--- src/rtl/pec_pkg.sv ---
//----------------------------------------------------------------------
// Purpose: Shared constants for the PHY error counter and PCS block
// Assumes: Management register port and logic run on the 40 MHz clk
// Notes: Offsets are the 5-bit management register numbers
//----------------------------------------------------------------------
package pec_pkg;

    //------------------------------------------------------------------
    // Register offsets
    //------------------------------------------------------------------
    localparam logic [4:0] FCC_ADDR = 5'h14; // false_carrier_count
    localparam logic [4:0] REC_ADDR = 5'h15; // receive_error_count
    localparam logic [4:0] PCS_ADDR = 5'h16; // coding_sublayer_config_status

    //------------------------------------------------------------------
    // Control register field positions
    //------------------------------------------------------------------
    localparam int unsigned RXCLK_BIT = 11;
    localparam int unsigned TQ_BIT = 10;
    localparam int unsigned SDF_BIT = 9;
    localparam int unsigned SDP_BIT = 8;
    localparam int unsigned DTS_BIT = 7;
    localparam int unsigned F100_BIT = 5;
    localparam int unsigned NRZI_BIT = 2;

    //------------------------------------------------------------------
    // Reset values and masks
    //------------------------------------------------------------------
    localparam logic [15:0] PCS_RESET = 16'h0100;
    localparam logic [15:0] PCS_WMASK = 16'h0FA4; // Bits 11,10,9,8,7,5,2
    localparam logic [15:0] CNT_RESET = 16'h0000;
    localparam logic [7:0] CNT_MAX = 8'hFF;
    localparam logic [7:0] CNT_HALF = 8'h80;

    //------------------------------------------------------------------
    // Timing
    //------------------------------------------------------------------
    localparam int unsigned CLK_PERIOD_NS = 25;
    localparam int unsigned DESC_SHORT_US = 722;
    localparam int unsigned DESC_LONG_MS = 2;
    localparam int unsigned DESC_SHORT_CYC = DESC_SHORT_US * 1000 / CLK_PERIOD_NS;
    localparam int unsigned DESC_LONG_CYC = DESC_LONG_MS * 1000000 / CLK_PERIOD_NS;

    //------------------------------------------------------------------
    // Link state
    //------------------------------------------------------------------
    typedef enum logic [1:0] {
        PEC_LINK_DOWN = 2'b01,
        PEC_LINK_UP = 2'b10
    } pec_link_state_t;

endpackage

--- src/rtl/pec_cnt_if.sv ---
//----------------------------------------------------------------------
// Purpose: Carrier between the top and one saturating counter
// Assumes: All signals on the top's clk
// Notes: half is a one-cycle pulse when the count reaches mid range
//----------------------------------------------------------------------
`timescale 1ns/1ps
interface pec_cnt_if;
    logic evt;
    logic clr;
    logic [7:0] value;
    logic half;
    modport counter (input evt, input clr, output value, output half);
    modport user (output evt, output clr, input value, input half);
endinterface

--- src/rtl/pec_sat_counter.sv ---
//----------------------------------------------------------------------
// Purpose: 8-bit saturating, clear-on-read event counter
// Assumes: evt and clr are single-cycle strobes on clk
// Notes: An event in the clearing cycle survives as a count of one
//----------------------------------------------------------------------
`timescale 1ns/1ps
module pec_sat_counter (
    input wire logic clk,
    input wire logic rstn,
    input wire logic ce,
    pec_cnt_if.counter cnt
);

    //------------------------------------------------------------------
    // Count with saturation and read clear
    //------------------------------------------------------------------
    always_ff @(posedge clk) begin
        if (!rstn) begin
            cnt.value <= pec_pkg::CNT_RESET[7:0];
        end else if (ce) begin
            if (cnt.clr) begin
                cnt.value <= {7'h00, cnt.evt};
            end else if (cnt.evt && cnt.value != pec_pkg::CNT_MAX) begin
                cnt.value <= cnt.value + 8'h01;
            end
        end
    end

    // Mid-range pulse, only on the step that lands on the half value;
    // held while ce is low so the sticky flag upstream cannot miss it
    always_ff @(posedge clk) begin
        if (!rstn) begin
            cnt.half <= 1'b0;
        end else if (ce) begin
            cnt.half <= cnt.evt && !cnt.clr
                && cnt.value == pec_pkg::CNT_HALF - 8'h01;
        end
    end

endmodule

--- src/rtl/pec_link.sv ---
//----------------------------------------------------------------------
// Purpose: 100 Mb/s link keeping and descrambler lock timeout
// Assumes: Lock and idle indications come from the PCS on clk
// Notes: Timeouts are parameters so a simulation can shorten them
//----------------------------------------------------------------------
`timescale 1ns/1ps
module pec_link #(
    parameter int unsigned SHORT_CYC = pec_pkg::DESC_SHORT_CYC,
    parameter int unsigned LONG_CYC = pec_pkg::DESC_LONG_CYC
) (
    input wire logic clk,
    input wire logic rstn,
    input wire logic ce,
    input wire logic sd,
    input wire logic lock_raw,
    input wire logic idle_seen,
    input wire logic long_sel,
    input wire logic policy,
    input wire logic force_good,
    output logic sync_ok_q,
    output logic link_q
);
    localparam int unsigned TW = $clog2(LONG_CYC + 1);

    if (SHORT_CYC < 1 || LONG_CYC < SHORT_CYC) begin : g_bad
        $error("pec_link: timeouts must satisfy 1 <= SHORT_CYC <= LONG_CYC");
    end

    logic [TW-1:0] limit;
    logic [TW-1:0] timer_q;
    logic [TW-1:0] timer_d;
    logic sync_d;
    pec_pkg::pec_link_state_t state_q;
    pec_pkg::pec_link_state_t state_d;

    //------------------------------------------------------------------
    // Descrambler timeout
    //------------------------------------------------------------------
    // Idle symbols refresh the timer; a long gap means lost sync
    assign limit = long_sel ? TW'(LONG_CYC) : TW'(SHORT_CYC);
    always_comb begin
        if (!lock_raw || idle_seen) begin
            timer_d = '0;
        end else if (timer_q < limit) begin
            timer_d = timer_q + TW'(1);
        end else begin
            timer_d = timer_q;
        end
        sync_d = lock_raw && (timer_d < limit);
    end

    always_ff @(posedge clk) begin
        if (!rstn) begin
            timer_q <= '0;
            sync_ok_q <= 1'b0;
        end else if (ce) begin
            timer_q <= timer_d;
            sync_ok_q <= sync_d;
        end
    end

    //------------------------------------------------------------------
    // Link state
    //------------------------------------------------------------------
    always_comb begin
        state_d = state_q;
        unique case (state_q)
            pec_pkg::PEC_LINK_DOWN: begin
                if (sd && sync_ok_q) begin
                    state_d = pec_pkg::PEC_LINK_UP;
                end
            end
            pec_pkg::PEC_LINK_UP: begin
                if (!sd || (!policy && !sync_ok_q)) begin
                    state_d = pec_pkg::PEC_LINK_DOWN;
                end
            end
            default: state_d = pec_pkg::PEC_LINK_DOWN;
        endcase
    end

    always_ff @(posedge clk) begin
        if (!rstn) begin
            state_q <= pec_pkg::PEC_LINK_DOWN;
            link_q <= 1'b0;
        end else if (ce) begin
            state_q <= state_d;
            link_q <= force_good || state_d == pec_pkg::PEC_LINK_UP;
        end
    end
endmodule

--- src/rtl/pec_top.sv ---
//----------------------------------------------------------------------
// Purpose: Error counters and 100 Mb/s PCS configuration registers
// Assumes: Register strobes and PCS events are synchronous to clk
// Notes: Reads return data one cycle after the read strobe
//----------------------------------------------------------------------
// Function
// - False carrier events increment an 8-bit tally in the low byte.
// - False carrier tally sticks at FFh until a read clears it.
// - Both tallies reset to zero, clear on read, ignore writes.
// - Receive error tally counts carriers holding at least one bad symbol.
// - Receive error tally advances at most once per carrier event.
// - A carrier event with collision never advances the receive error tally.
// - Receive error tally saturates at its maximum instead of wrapping.
// - Counter registers read zero in bits 15:8 and ignore writes.
// - Bit 10 set selects true quiet transmit, clear selects normal.
// - Bit 9 set forces signal detect, clear lets the line decide.
// - Policy bit 8 set: link needs signal and lock, keeps on signal.
// - Policy bit 8 clear: link drops on signal loss or lock loss.
// - Bit 7 picks descrambler timeout: 722 us when clear, 2 ms when set.
// - Bit 5 set reports good 100 Mb/s link whatever the line does.
// - Bit 2 set bypasses NRZI coding in the 100 Mb/s path.
// - Control register bits 15:13 read zero and ignore writes.
// - Each tally reaching half range sets a flag cleared by status read.
//----------------------------------------------------------------------
`timescale 1ns/1ps
module pec_top #(
    parameter int unsigned SHORT_CYC = pec_pkg::DESC_SHORT_CYC,
    parameter int unsigned LONG_CYC = pec_pkg::DESC_LONG_CYC
) (
    input wire logic clk,
    input wire logic rstn,
    input wire logic ce,
    input wire logic [4:0] reg_addr,
    input wire logic reg_wr,
    input wire logic reg_rd,
    input wire logic [15:0] reg_wdata,
    output logic [15:0] reg_rdata,
    input wire logic isr_rd,
    input wire logic false_carrier,
    input wire logic carrier_valid,
    input wire logic symbol_error,
    input wire logic collision,
    input wire logic signal_level_ok,
    input wire logic descrambler_locked,
    input wire logic idle_seen,
    output logic true_quiet_enable,
    output logic signal_detect_force,
    output logic signal_detect_pma,
    output logic signal_detect_link_policy,
    output logic descrambler_timeout_select,
    output logic force_good_link,
    output logic nrzi_bypass,
    output logic rx_clock_free,
    output logic descrambler_sync_ok,
    output logic link_good_100,
    output logic false_carrier_half_full_flag,
    output logic receive_error_half_full_flag
);

    //------------------------------------------------------------------
    // Helpers
    //------------------------------------------------------------------
    // Address match shared by read, write and clear decoding
    function automatic logic reg_hit(input logic [4:0] a, input logic [4:0] target);
        return a == target;
    endfunction

    pec_cnt_if fc_if ();
    pec_cnt_if rx_if ();

    logic [15:0] pcs_q;
    logic [15:0] rdata_d;
    logic carrier_q;
    logic err_seen_q;
    logic coll_seen_q;
    logic carrier_end;
    logic fc_half_q;
    logic rx_half_q;
    logic sd_pma_q;
    logic sync_ok;
    logic link_ok;

    //------------------------------------------------------------------
    // Control register
    //------------------------------------------------------------------
    // Only implemented bits are stored, so reserved bits cannot leak
    // back on a read even if software breaks the write-zero convention
    always_ff @(posedge clk) begin
        if (!rstn) begin
            pcs_q <= pec_pkg::PCS_RESET;
        end else if (ce && reg_wr && reg_hit(reg_addr, pec_pkg::PCS_ADDR)) begin
            pcs_q <= reg_wdata & pec_pkg::PCS_WMASK;
        end
    end

    // Control bits go straight out of the register
    assign true_quiet_enable = pcs_q[pec_pkg::TQ_BIT];
    assign signal_detect_force = pcs_q[pec_pkg::SDF_BIT];
    assign signal_detect_link_policy = pcs_q[pec_pkg::SDP_BIT];
    assign descrambler_timeout_select = pcs_q[pec_pkg::DTS_BIT];
    assign force_good_link = pcs_q[pec_pkg::F100_BIT];
    assign nrzi_bypass = pcs_q[pec_pkg::NRZI_BIT];
    assign rx_clock_free = pcs_q[pec_pkg::RXCLK_BIT];

    // Signal detect towards the attachment logic, forced or from the line
    always_ff @(posedge clk) begin
        if (!rstn) begin
            sd_pma_q <= 1'b0;
        end else if (ce) begin
            sd_pma_q <= pcs_q[pec_pkg::SDF_BIT] | signal_level_ok;
        end
    end
    assign signal_detect_pma = sd_pma_q;

    //------------------------------------------------------------------
    // False carrier tally
    //------------------------------------------------------------------
    assign fc_if.evt = false_carrier;
    assign fc_if.clr = reg_rd && reg_hit(reg_addr, pec_pkg::FCC_ADDR);

    pec_sat_counter u_fc_cnt (
        .clk(clk),
        .rstn(rstn),
        .ce(ce),
        .cnt(fc_if)
    );

    //------------------------------------------------------------------
    // Receive error carrier tracking
    //------------------------------------------------------------------
    // Errors and collisions are remembered over a whole carrier and
    // judged once at its end, so many bad symbols still count once
    assign carrier_end = carrier_q && !carrier_valid;

    always_ff @(posedge clk) begin
        if (!rstn) begin
            carrier_q <= 1'b0;
            err_seen_q <= 1'b0;
            coll_seen_q <= 1'b0;
        end else if (ce) begin
            carrier_q <= carrier_valid;
            if (carrier_valid) begin
                err_seen_q <= err_seen_q | symbol_error;
                coll_seen_q <= coll_seen_q | collision;
            end else begin
                err_seen_q <= 1'b0;
                coll_seen_q <= 1'b0;
            end
        end
    end

    assign rx_if.evt = carrier_end && err_seen_q && !coll_seen_q;
    assign rx_if.clr = reg_rd && reg_hit(reg_addr, pec_pkg::REC_ADDR);

    pec_sat_counter u_rx_cnt (
        .clk(clk),
        .rstn(rstn),
        .ce(ce),
        .cnt(rx_if)
    );

    //------------------------------------------------------------------
    // Half-full flags
    //------------------------------------------------------------------
    // A new half-full step beats a same-cycle status read
    always_ff @(posedge clk) begin
        if (!rstn) begin
            fc_half_q <= 1'b0;
            rx_half_q <= 1'b0;
        end else if (ce) begin
            fc_half_q <= fc_if.half | (fc_half_q & ~isr_rd);
            rx_half_q <= rx_if.half | (rx_half_q & ~isr_rd);
        end
    end
    assign false_carrier_half_full_flag = fc_half_q;
    assign receive_error_half_full_flag = rx_half_q;

    //------------------------------------------------------------------
    // Link keeping
    //------------------------------------------------------------------
    pec_link #(
        .SHORT_CYC(SHORT_CYC),
        .LONG_CYC(LONG_CYC)
    ) u_link (
        .clk(clk),
        .rstn(rstn),
        .ce(ce),
        .sd(pcs_q[pec_pkg::SDF_BIT] | signal_level_ok),
        .lock_raw(descrambler_locked),
        .idle_seen(idle_seen),
        .long_sel(pcs_q[pec_pkg::DTS_BIT]),
        .policy(pcs_q[pec_pkg::SDP_BIT]),
        .force_good(pcs_q[pec_pkg::F100_BIT]),
        .sync_ok_q(sync_ok),
        .link_q(link_ok)
    );
    assign descrambler_sync_ok = sync_ok;
    assign link_good_100 = link_ok;

    //------------------------------------------------------------------
    // Read data
    //------------------------------------------------------------------
    // Unmapped offsets read zero; the read register holds until next read
    always_comb begin
        rdata_d = 16'h0000;
        if (reg_hit(reg_addr, pec_pkg::FCC_ADDR)) begin
            rdata_d = {8'h00, fc_if.value};
        end else if (reg_hit(reg_addr, pec_pkg::REC_ADDR)) begin
            rdata_d = {8'h00, rx_if.value};
        end else if (reg_hit(reg_addr, pec_pkg::PCS_ADDR)) begin
            rdata_d = pcs_q & pec_pkg::PCS_WMASK;
        end
    end

    always_ff @(posedge clk) begin
        if (!rstn) begin
            reg_rdata <= 16'h0000;
        end else if (ce && reg_rd) begin
            reg_rdata <= rdata_d;
        end
    end
endmodule

--- config.mk ---
export PLATFORM = sky130hd
export DESIGN_NAME = pec_top
export DESIGN_NICKNAME = d
export VERILOG_FILES = /design/src/rtl/pec_pkg.sv /design/src/rtl/pec_cnt_if.sv /design/src/rtl/pec_sat_counter.sv /design/src/rtl/pec_link.sv /design/src/rtl/pec_top.sv
export SDC_FILE = /design/constraint.sdc
export NUM_CORES = 1
export LEC_CHECK = 0
export BUFFER_PORTS_ARGS = -buffer_cell sky130_fd_sc_hd__buf_2
export CAP_MARGIN = 40
export CORE_ASPECT_RATIO = 1.2
export CORE_MARGIN = 2
export CORE_UTILIZATION = 63
export CTS_BUF_LIST = sky130_fd_sc_hd__clkbuf_8
export DETAILED_ROUTE_END_ITERATION = 8
export GPL_TIMING_DRIVEN = 0
export PLACE_DENSITY = 0.92
export SLEW_MARGIN = 20
export SYNTH_ARGS = -nofsm -noshare
export SYNTH_HDL_FRONTEND = slang
export SYNTH_SLANG_ARGS = --single-unit
--- constraint.sdc ---
create_clock -name clk -period 9.4 [get_ports clk]
set_input_delay 1.88 -clock clk [delete_from_list [all_inputs] [get_ports clk]]
set_output_delay 1.88 -clock clk [all_outputs]
set_load 0.02 [all_outputs]
=== Word level (Yosys, flattened, before mapping) ===
Cells that the tools add are included.

* Bits in registers: 68
* Latch bits: 0
* RAM bits: 0
* Memory bits (read-only): 0
* Input port bits: 34
* Output and inout port bits: 28
* Logic and storage cells: 86
* Memories: 0

* $add $sub $neg: 3
* Multipliers: 0
* Divide/modulo/power cells: 0
* $lt $le $gt $ge: 2
* Eq/ne operators: 10
* Shift-type cells: 0
* Multiplexer cells: 15
* Bitwise operators: 8
* Reduce and logical (&&, ||, !) cells: 32

{| class="wikitable"
|+ Operators by type and width
! operator !! number
|-
| $mux W17 || 3
|-
| $mux W12 || 3
|-
| $lt A17 B17 Y1 || 2
|-
| $mux W8 || 4
|-
| $add A17 B1 Y17 const B || 1
|-
| $logic_and A1 B1 Y1 || 17
|-
| $add A8 B1 Y8 const B || 2
|-
| $eq A8 B7 Y1 const B || 2
|-
| $ne A8 B8 Y1 const B || 2
|-
| $eq A5 B5 Y1 const B || 3
|-
| $logic_not A1 Y1 || 8
|-
| $or A1 B1 Y1 || 5
|-
| $eq A2 B2 Y1 const B || 2
|-
| $mux W2 || 2
|-
| $pmux W2 S2 || 1
|-
| $reduce_and A2 Y1 || 2
|-
| $reduce_bool A2 Y1 || 2
|-
| $logic_or A1 B1 Y1 || 3
|-
| $and A1 B1 Y1 || 2
|-
| $eq A2 B1 Y1 const B || 1
|-
| $mux W1 || 2
|-
| $not A1 Y1 || 1
|}

=== Logic depth before layout (Yosys ltp) ===
* Depth after elaboration: 7
* Depth in mapped cells: 15
* Gate-level depth less buffers: 15

=== By module ===
From an unflattened synthesis, not the netlist that was laid out.

* Cells, all modules: 474
* Area total of the unflattened synthesis: 4070.2 µm²

{| class="wikitable"
|+ Modules (own cells, without submodules)
! module !! instances !! cells each !! area each (µm²) !! seq. area each (µm²)
|-
| pec_link || 1 || 212 || 1732.9 || 420.4
|-
| pec_top || 1 || 136 || 1228.7 || 500.5
|-
| pec_sat_counter || 2 || 63 || 554.3 || 180.2
|}

=== Worst setup path before layout ===
OpenSTA, ideal clock, no wires.

* Kind: input port to flip-flop
* Start: input idle_seen
* End: register u_link.sync_ok_q
* Arrival: 3.432 ns
* Data required time: 9.314 ns
* Setup slack: 5.882 ns
* Stages on the path: 9
* Cell sequence: nand2b_1 -> buf_1 -> clkbuf_1 -> nor2_1 -> ha_1 -> or2_2 -> o221ai_1 -> nand3_1 -> a221oi_2

* Longest elaborated chain between the ends: 4

{| class="wikitable"
|+ RTL lines
! item !! RTL line !! RTL
|-
| start: declaration || pec_top.sv:45 || <nowiki>input wire logic idle_seen,</nowiki>
|-
| $logic_or A1 B1 Y1 || pec_link.sv:42 || <nowiki>if (!lock_raw || idle_seen) begin</nowiki>
|-
| $mux W17 || pec_link.sv:42 ||
|-
| net u_link.timer_d[6] || pec_link.sv:31 || <nowiki>logic [TW-1:0] timer_d;</nowiki>
|-
| $lt A17 B17 Y1 || pec_link.sv:49 || <nowiki>sync_d = lock_raw && (timer_d < limit);</nowiki>
|-
| $logic_and A1 B1 Y1 || pec_link.sv:49 ||
|-
| end signal: assignment || pec_link.sv:58 || <nowiki>sync_ok_q <= sync_d;</nowiki>
|-
| end: declaration || pec_link.sv:20 || <nowiki>output logic sync_ok_q,</nowiki>
|}

The timed path passes the listed nets, and every way through them passes these cells.
A chain may end at the register's enable or synchronous reset.

=== Worst setup path after layout ===
* Start: input descrambler_locked
* End: register u_link.sync_ok_q

* Longest elaborated chain between the ends: 5

{| class="wikitable"
|+ RTL lines
! item !! RTL line !! RTL
|-
| start: declaration || pec_top.sv:44 || <nowiki>input wire logic descrambler_locked,</nowiki>
|-
| $logic_not A1 Y1 || pec_link.sv:42 ||
|-
| $logic_or A1 B1 Y1 || pec_link.sv:42 ||
|-
| $mux W17 || pec_link.sv:42 ||
|-
| net u_link.timer_d[6] || pec_link.sv:31 ||
|-
| $lt A17 B17 Y1 || pec_link.sv:49 ||
|-
| $logic_and A1 B1 Y1 || pec_link.sv:49 ||
|}

The timed path passes the listed nets, and every way through them passes these cells.

==> metrics.txt <==
# TYPE chip_impl_metric gauge
chip_impl_metric{name="max_fclk",unit="MHz"} 267
chip_impl_info{name="path_cells",value="buf_2 > nand2b_1 > buf_1 > clkbuf_1 > nor2_1 > ha_1 > or2_2 > o221ai_1 > nand3_1 > a221oi_2"} 1
chip_impl_metric{name="vias_per_cell",unit=""} 6.24
chip_impl_info{name="clk_root_buffer_cell",value="sky130_fd_sc_hd__clkbuf_8"} 1
chip_impl_metric{name="synth_area_per_cell",unit="um2"} 8.16
chip_impl_info{name="rsz_0062_raised_after_global_routing",value="no"} 1
chip_impl_metric{name="timing_max_transition_violations_final",unit=""} 0
chip_impl_metric{name="placedCellCount",unit=""} 559
chip_impl_metric{name="remaining_drc_errors",unit=""} 0
chip_impl_metric{name="h_tree_levels",unit=""} 3
chip_impl_metric{name="gr_ovfl_total",unit=""} 0
chip_impl_metric{name="numClockSinks",unit=""} 64
chip_impl_metric{name="drt-pass1-iter-count",unit=""} 5
chip_impl_metric{name="synth.yosys.seq_area_share",unit="%"} 35.2
chip_impl_metric{name="crit_fanout",unit=""} 10
chip_impl_metric{name="place.port_buffers",unit=""} 46
chip_impl_metric{name="final_cell_area",unit="um2"} 4170
chip_impl_metric{name="die-area",unit="um2"} 6410
chip_impl_metric{name="clock_insertion_delay_worst_skew",unit="ns"} 0.35
chip_impl_metric{name="total_leakage_power",unit="nW"} 1.70
chip_impl_info{name="slowest_stage",value="sky130_fd_sc_hd__clkbuf_1"} 1
chip_impl_metric{name="via_count_of_the_first_global_routing_pass",unit=""} 3347
chip_impl_metric{name="synth_cells",unit=""} 446
chip_impl_metric{name="critPathRequiredTime",unit="ns"} 9.68
chip_impl_info{name="worst_setup_path_end_kind",value="register"} 1
chip_impl_info{name="top_reg_cell_synth",value="sky130_fd_sc_hd__dfxtp_1"} 1
chip_impl_metric{name="finalHoldViolCount",unit=""} 0
chip_impl_metric{name="avgRoutedWirePerCell",unit="um"} 16.6
chip_impl_metric{name="synthXorXnorAreaFrac",unit="%"} 4.09
chip_impl_metric{name="grt_start_max_net_pins",unit=""} 13
chip_impl_metric{name="nNetsFinal",unit=""} 553
chip_impl_metric{name="io_pins",unit=""} 62
chip_impl_metric{name="clk_transition_reported_paths",unit="ns"} 0.08
chip_impl_metric{name="antenna_cells",unit=""} 0
chip_impl_metric{name="floorplan.core_area",unit="um2"} 5630
chip_impl_info{name="worst-setup-path-type",value="in2reg"} 1
chip_impl_metric{name="cts_repair_resize_count",unit=""} 0
chip_impl_metric{name="std_cell_rows",unit=""} 30
chip_impl_metric{name="post_synth_num_cell_types",unit=""} 67
chip_impl_metric{name="filler_cell_count",unit=""} 427
chip_impl_info{name="leading_cell_type_in_the_layout_fill_and_taps_excluded",value="sky130_fd_sc_hd__nor2_1"} 1
chip_impl_info{name="outcome",value="finished clean"} 1
chip_impl_metric{name="yosysWarnings",unit=""} 0
chip_impl_metric{name="fin_skew",unit="ns"} 0.00951
chip_impl_metric{name="synth-seq-cells",unit=""} 64
chip_impl_metric{name="layout_worst_path_cycle_share",unit="%"} 39.8
chip_impl_metric{name="post_dp_cell_area",unit="um2"} 3960
chip_impl_metric{name="cp_slowest_stage_delay",unit="ns"} 0.46
chip_impl_metric{name="syn_to_final_growth",unit="%"} 14.5
chip_impl_metric{name="numCtsBuffers",unit=""} 9
chip_impl_metric{name="synth_compound_area_share",unit="%"} 19.8
chip_impl_metric{name="antenna_found_initial",unit=""} 0
chip_impl_metric{name="synth.cell_area",unit="um2"} 3640
chip_impl_metric{name="ctsHoldBuffers",unit=""} 0
chip_impl_metric{name="routed_wl",unit="um"} 9540
chip_impl_metric{name="layout_min_cycle_time",unit="ns"} 3.74
chip_impl_metric{name="grt_first_pass_wirelength",unit="um"} 15100
chip_impl_metric{name="worst_slew_pin_slew",unit="ns"} 0.585
chip_impl_metric{name="synth_simple_gate_area_share",unit="%"} 28.1
chip_impl_metric{name="grt_use_total",unit="%"} 30.7
chip_impl_metric{name="postCtsSetupBuffers",unit=""} 0
chip_impl_metric{name="p_total",unit="mW"} 0.570
chip_impl_metric{name="post_synth_mux_area_share",unit="%"} 3.57
chip_impl_info{name="final_cell_mix",value="sky130_fd_sc_hd__nor2_1, sky130_fd_sc_hd__dfxtp_1, sky130_fd_sc_hd__buf_2"} 1
chip_impl_info{name="hold_path_class",value="reg2reg"} 1
chip_impl_metric{name="slew-limit-headroom",unit="%"} 61.0
chip_impl_metric{name="drt.antenna.violating_nets",unit=""} 0
chip_impl_metric{name="gp_congestion",unit=""} 0.954
chip_impl_info{name="cts_tree",value="built"} 1
chip_impl_metric{name="number_of_vias_in_the_routed_layout",unit=""} 3587
chip_impl_metric{name="synth-edff-count",unit=""} 0
chip_impl_metric{name="synth_async_sr_flop_share",unit="%"} 0
chip_impl_metric{name="yosys.area_share.adder",unit="%"} 4.47
chip_impl_info{name="synth_top_family_by_area",value="simple AND/OR/NAND/NOR gates"} 1
chip_impl_metric{name="crit_arrival",unit="ns"} 4.01
chip_impl_metric{name="hpwl_after_detailed_placement",unit="um"} 6960
chip_impl_metric{name="max_cap_viols",unit=""} 0
chip_impl_metric{name="fin_setup_tns",unit="ns"} 0
chip_impl_info{name="critPathLaunchType",value="primary input"} 1
chip_impl_metric{name="initial_standard_cell_utilization_of_the_core",unit="%"} 64.7
chip_impl_metric{name="cts.path.max_buffers",unit=""} 2
chip_impl_metric{name="drt_initial_violations",unit=""} 212
chip_impl_metric{name="layout-drive-gt1-share",unit="%"} 18.0
chip_impl_metric{name="finalSetupViolations",unit=""} 0
chip_impl_metric{name="vdd_ir_drop_max",unit="uV"} 151
chip_impl_metric{name="power-per-cell-area",unit="nW/um2"} 137
chip_impl_metric{name="reg2reg_setup_slack",unit="ns"} 5.76
chip_impl_metric{name="die_height",unit="um"} 87.3
chip_impl_metric{name="fin_cells",unit=""} 575
chip_impl_metric{name="chipWidth",unit="um"} 73.4
sequential cells by signal, summed over array words and instances, names as in the netlist:
name / cells
u_link.timer_q: 17
reg_rdata: 12
u_fc_cnt.cnt.value: 8
u_rx_cnt.cnt.value: 8
pcs_q: 7
u_link.state_q: 2
carrier_q: 1
coll_seen_q: 1
err_seen_q: 1
false_carrier_half_full_flag: 1
receive_error_half_full_flag: 1
signal_detect_pma: 1
u_fc_cnt.cnt.half: 1
u_link.link_q: 1
u_link.sync_ok_q: 1
u_rx_cnt.cnt.half: 1
per-layer routing:
metal  part of all wire [%]  global-route usage [%]  wire, um  vias up
met2                     52                    56.3      4990      149
met5                      0                       0         0        -
met4                    2.5                    12.6       242        0
met3                    6.6                    7.52       632       28
met1                     39                    32.9      3680     1702
li1                       -                       -         -     1708
critical path: cells and delay by family:
family | cells | cell delay (ns)
adders and majority gates | 1 | 0.21
buffers and inverters | 3 | 0.91
AOI/OAI and AO/OA | 2 | 0.43
and+or+nand+nor | 4 | 0.58
per-stage QoR:
stage	setup WS, ns	hold WS [ns]	utilization [%]
2_1_floorplan	5.88	0.429	-
3_3_place_gp	5.39	0.439	70.4
3_5_place_dp	5.34	0.450	70.4
4_1_cts	5.69	0.458	74.0
5_1_grt	5.53	0.485	74.0
6_report	5.66	0.456	74.0
synth_stat cells, types with 2 or more instances:
master | count | area share (%)
sky130_fd_sc_hd__a32oi_1 | 2 | 0.48
sky130_fd_sc_hd__mux2i_1 | 13 | 3.6
sky130_fd_sc_hd__nor3_1 | 16 | 2.2
sky130_fd_sc_hd__a22oi_1 | 11 | 2.3
sky130_fd_sc_hd__and3_1 | 6 | 1.0
sky130_fd_sc_hd__o21bai_1 | 3 | 0.62
sky130_fd_sc_hd__o21a_1 | 2 | 0.41
sky130_fd_sc_hd__xnor2_1 | 10 | 2.4
sky130_fd_sc_hd__and2_1 | 4 | 0.69
sky130_fd_sc_hd__and4bb_2 | 2 | 0.69
sky130_fd_sc_hd__a221oi_1 | 5 | 1.2
sky130_fd_sc_hd__a21oi_1 | 28 | 3.8
sky130_fd_sc_hd__nor2_1 | 73 | 7.5
sky130_fd_sc_hd__nand2b_1 | 4 | 0.69
sky130_fd_sc_hd__a211o_1 | 2 | 0.48
sky130_fd_sc_hd__o21ai_0 | 22 | 3.0
sky130_fd_sc_hd__inv_1 | 11 | 1.1
sky130_fd_sc_hd__nand3b_1 | 3 | 0.62
sky130_fd_sc_hd__nand2_1 | 42 | 4.3
sky130_fd_sc_hd__clkbuf_1 | 14 | 1.4
sky130_fd_sc_hd__a211oi_1 | 4 | 0.82
sky130_fd_sc_hd__nand3_4 | 2 | 0.96
sky130_fd_sc_hd__nand4_1 | 4 | 0.69
sky130_fd_sc_hd__xor2_1 | 7 | 1.7
sky130_fd_sc_hd__buf_2 | 4 | 0.55
sky130_fd_sc_hd__nor4b_1 | 2 | 0.48
sky130_fd_sc_hd__or3_1 | 2 | 0.34
sky130_fd_sc_hd__buf_4 | 4 | 0.82
sky130_fd_sc_hd__a311oi_1 | 2 | 0.48
sky130_fd_sc_hd__nor2b_1 | 3 | 0.52
sky130_fd_sc_hd__buf_1 | 3 | 0.31
sky130_fd_sc_hd__o22ai_1 | 2 | 0.34
sky130_fd_sc_hd__a2111oi_2 | 2 | 0.82
sky130_fd_sc_hd__and4_1 | 2 | 0.48
sky130_fd_sc_hd__nand3_1 | 22 | 3.0
sky130_fd_sc_hd__dfxtp_1 | 64 | 35
sky130_fd_sc_hd__ha_1 | 13 | 4.5
sky130_fd_sc_hd__nor3_4 | 2 | 0.89
final timing paths:
check                      from          endpoint  cells past startpoint
max          descrambler_locked  u_link.sync_ok_q                     10
min               reg_rdata[11]     reg_rdata[11]                      2
max reg2reg            pcs_q[7]  u_link.sync_ok_q                     15
min reg2reg       reg_rdata[11]     reg_rdata[11]                      2
where the power goes:
group | total, mW | internal (mW) | switching (mW) | leakage, nW
registers | 0.278 | 0.275 | 0.00308 | 0.518
clock network | 0.245 | 0.130 | 0.116 | 0.0907
logic | 0.0470 | 0.0159 | 0.0311 | 1.09
cell type report:
class                      count  area (um2)  area share, %
buffer                        26         125           3.00
clock buffer                  10         138           3.30
clock inverter                 6        68.8           1.65
inverter                      12        45.0           1.08
multi-input combinational    347        2200           52.8
sequential                    64        1280           30.7
tap                           64        80.1           1.92
timing repair buffer          46         230           5.52
kinds of logic (layout without fill, tap and decap cells):
group           count (synthesis)  count (layout)
simple gates                  200             200
buf+inv                        38             100
xor+xnor                       17              17
fa+ha+maj                      13              13
compound gates                100             100
other cells                     1               4
flops                          64              64
mux                            13              13
No activity file was read; power rests on OpenSTA's default activity.
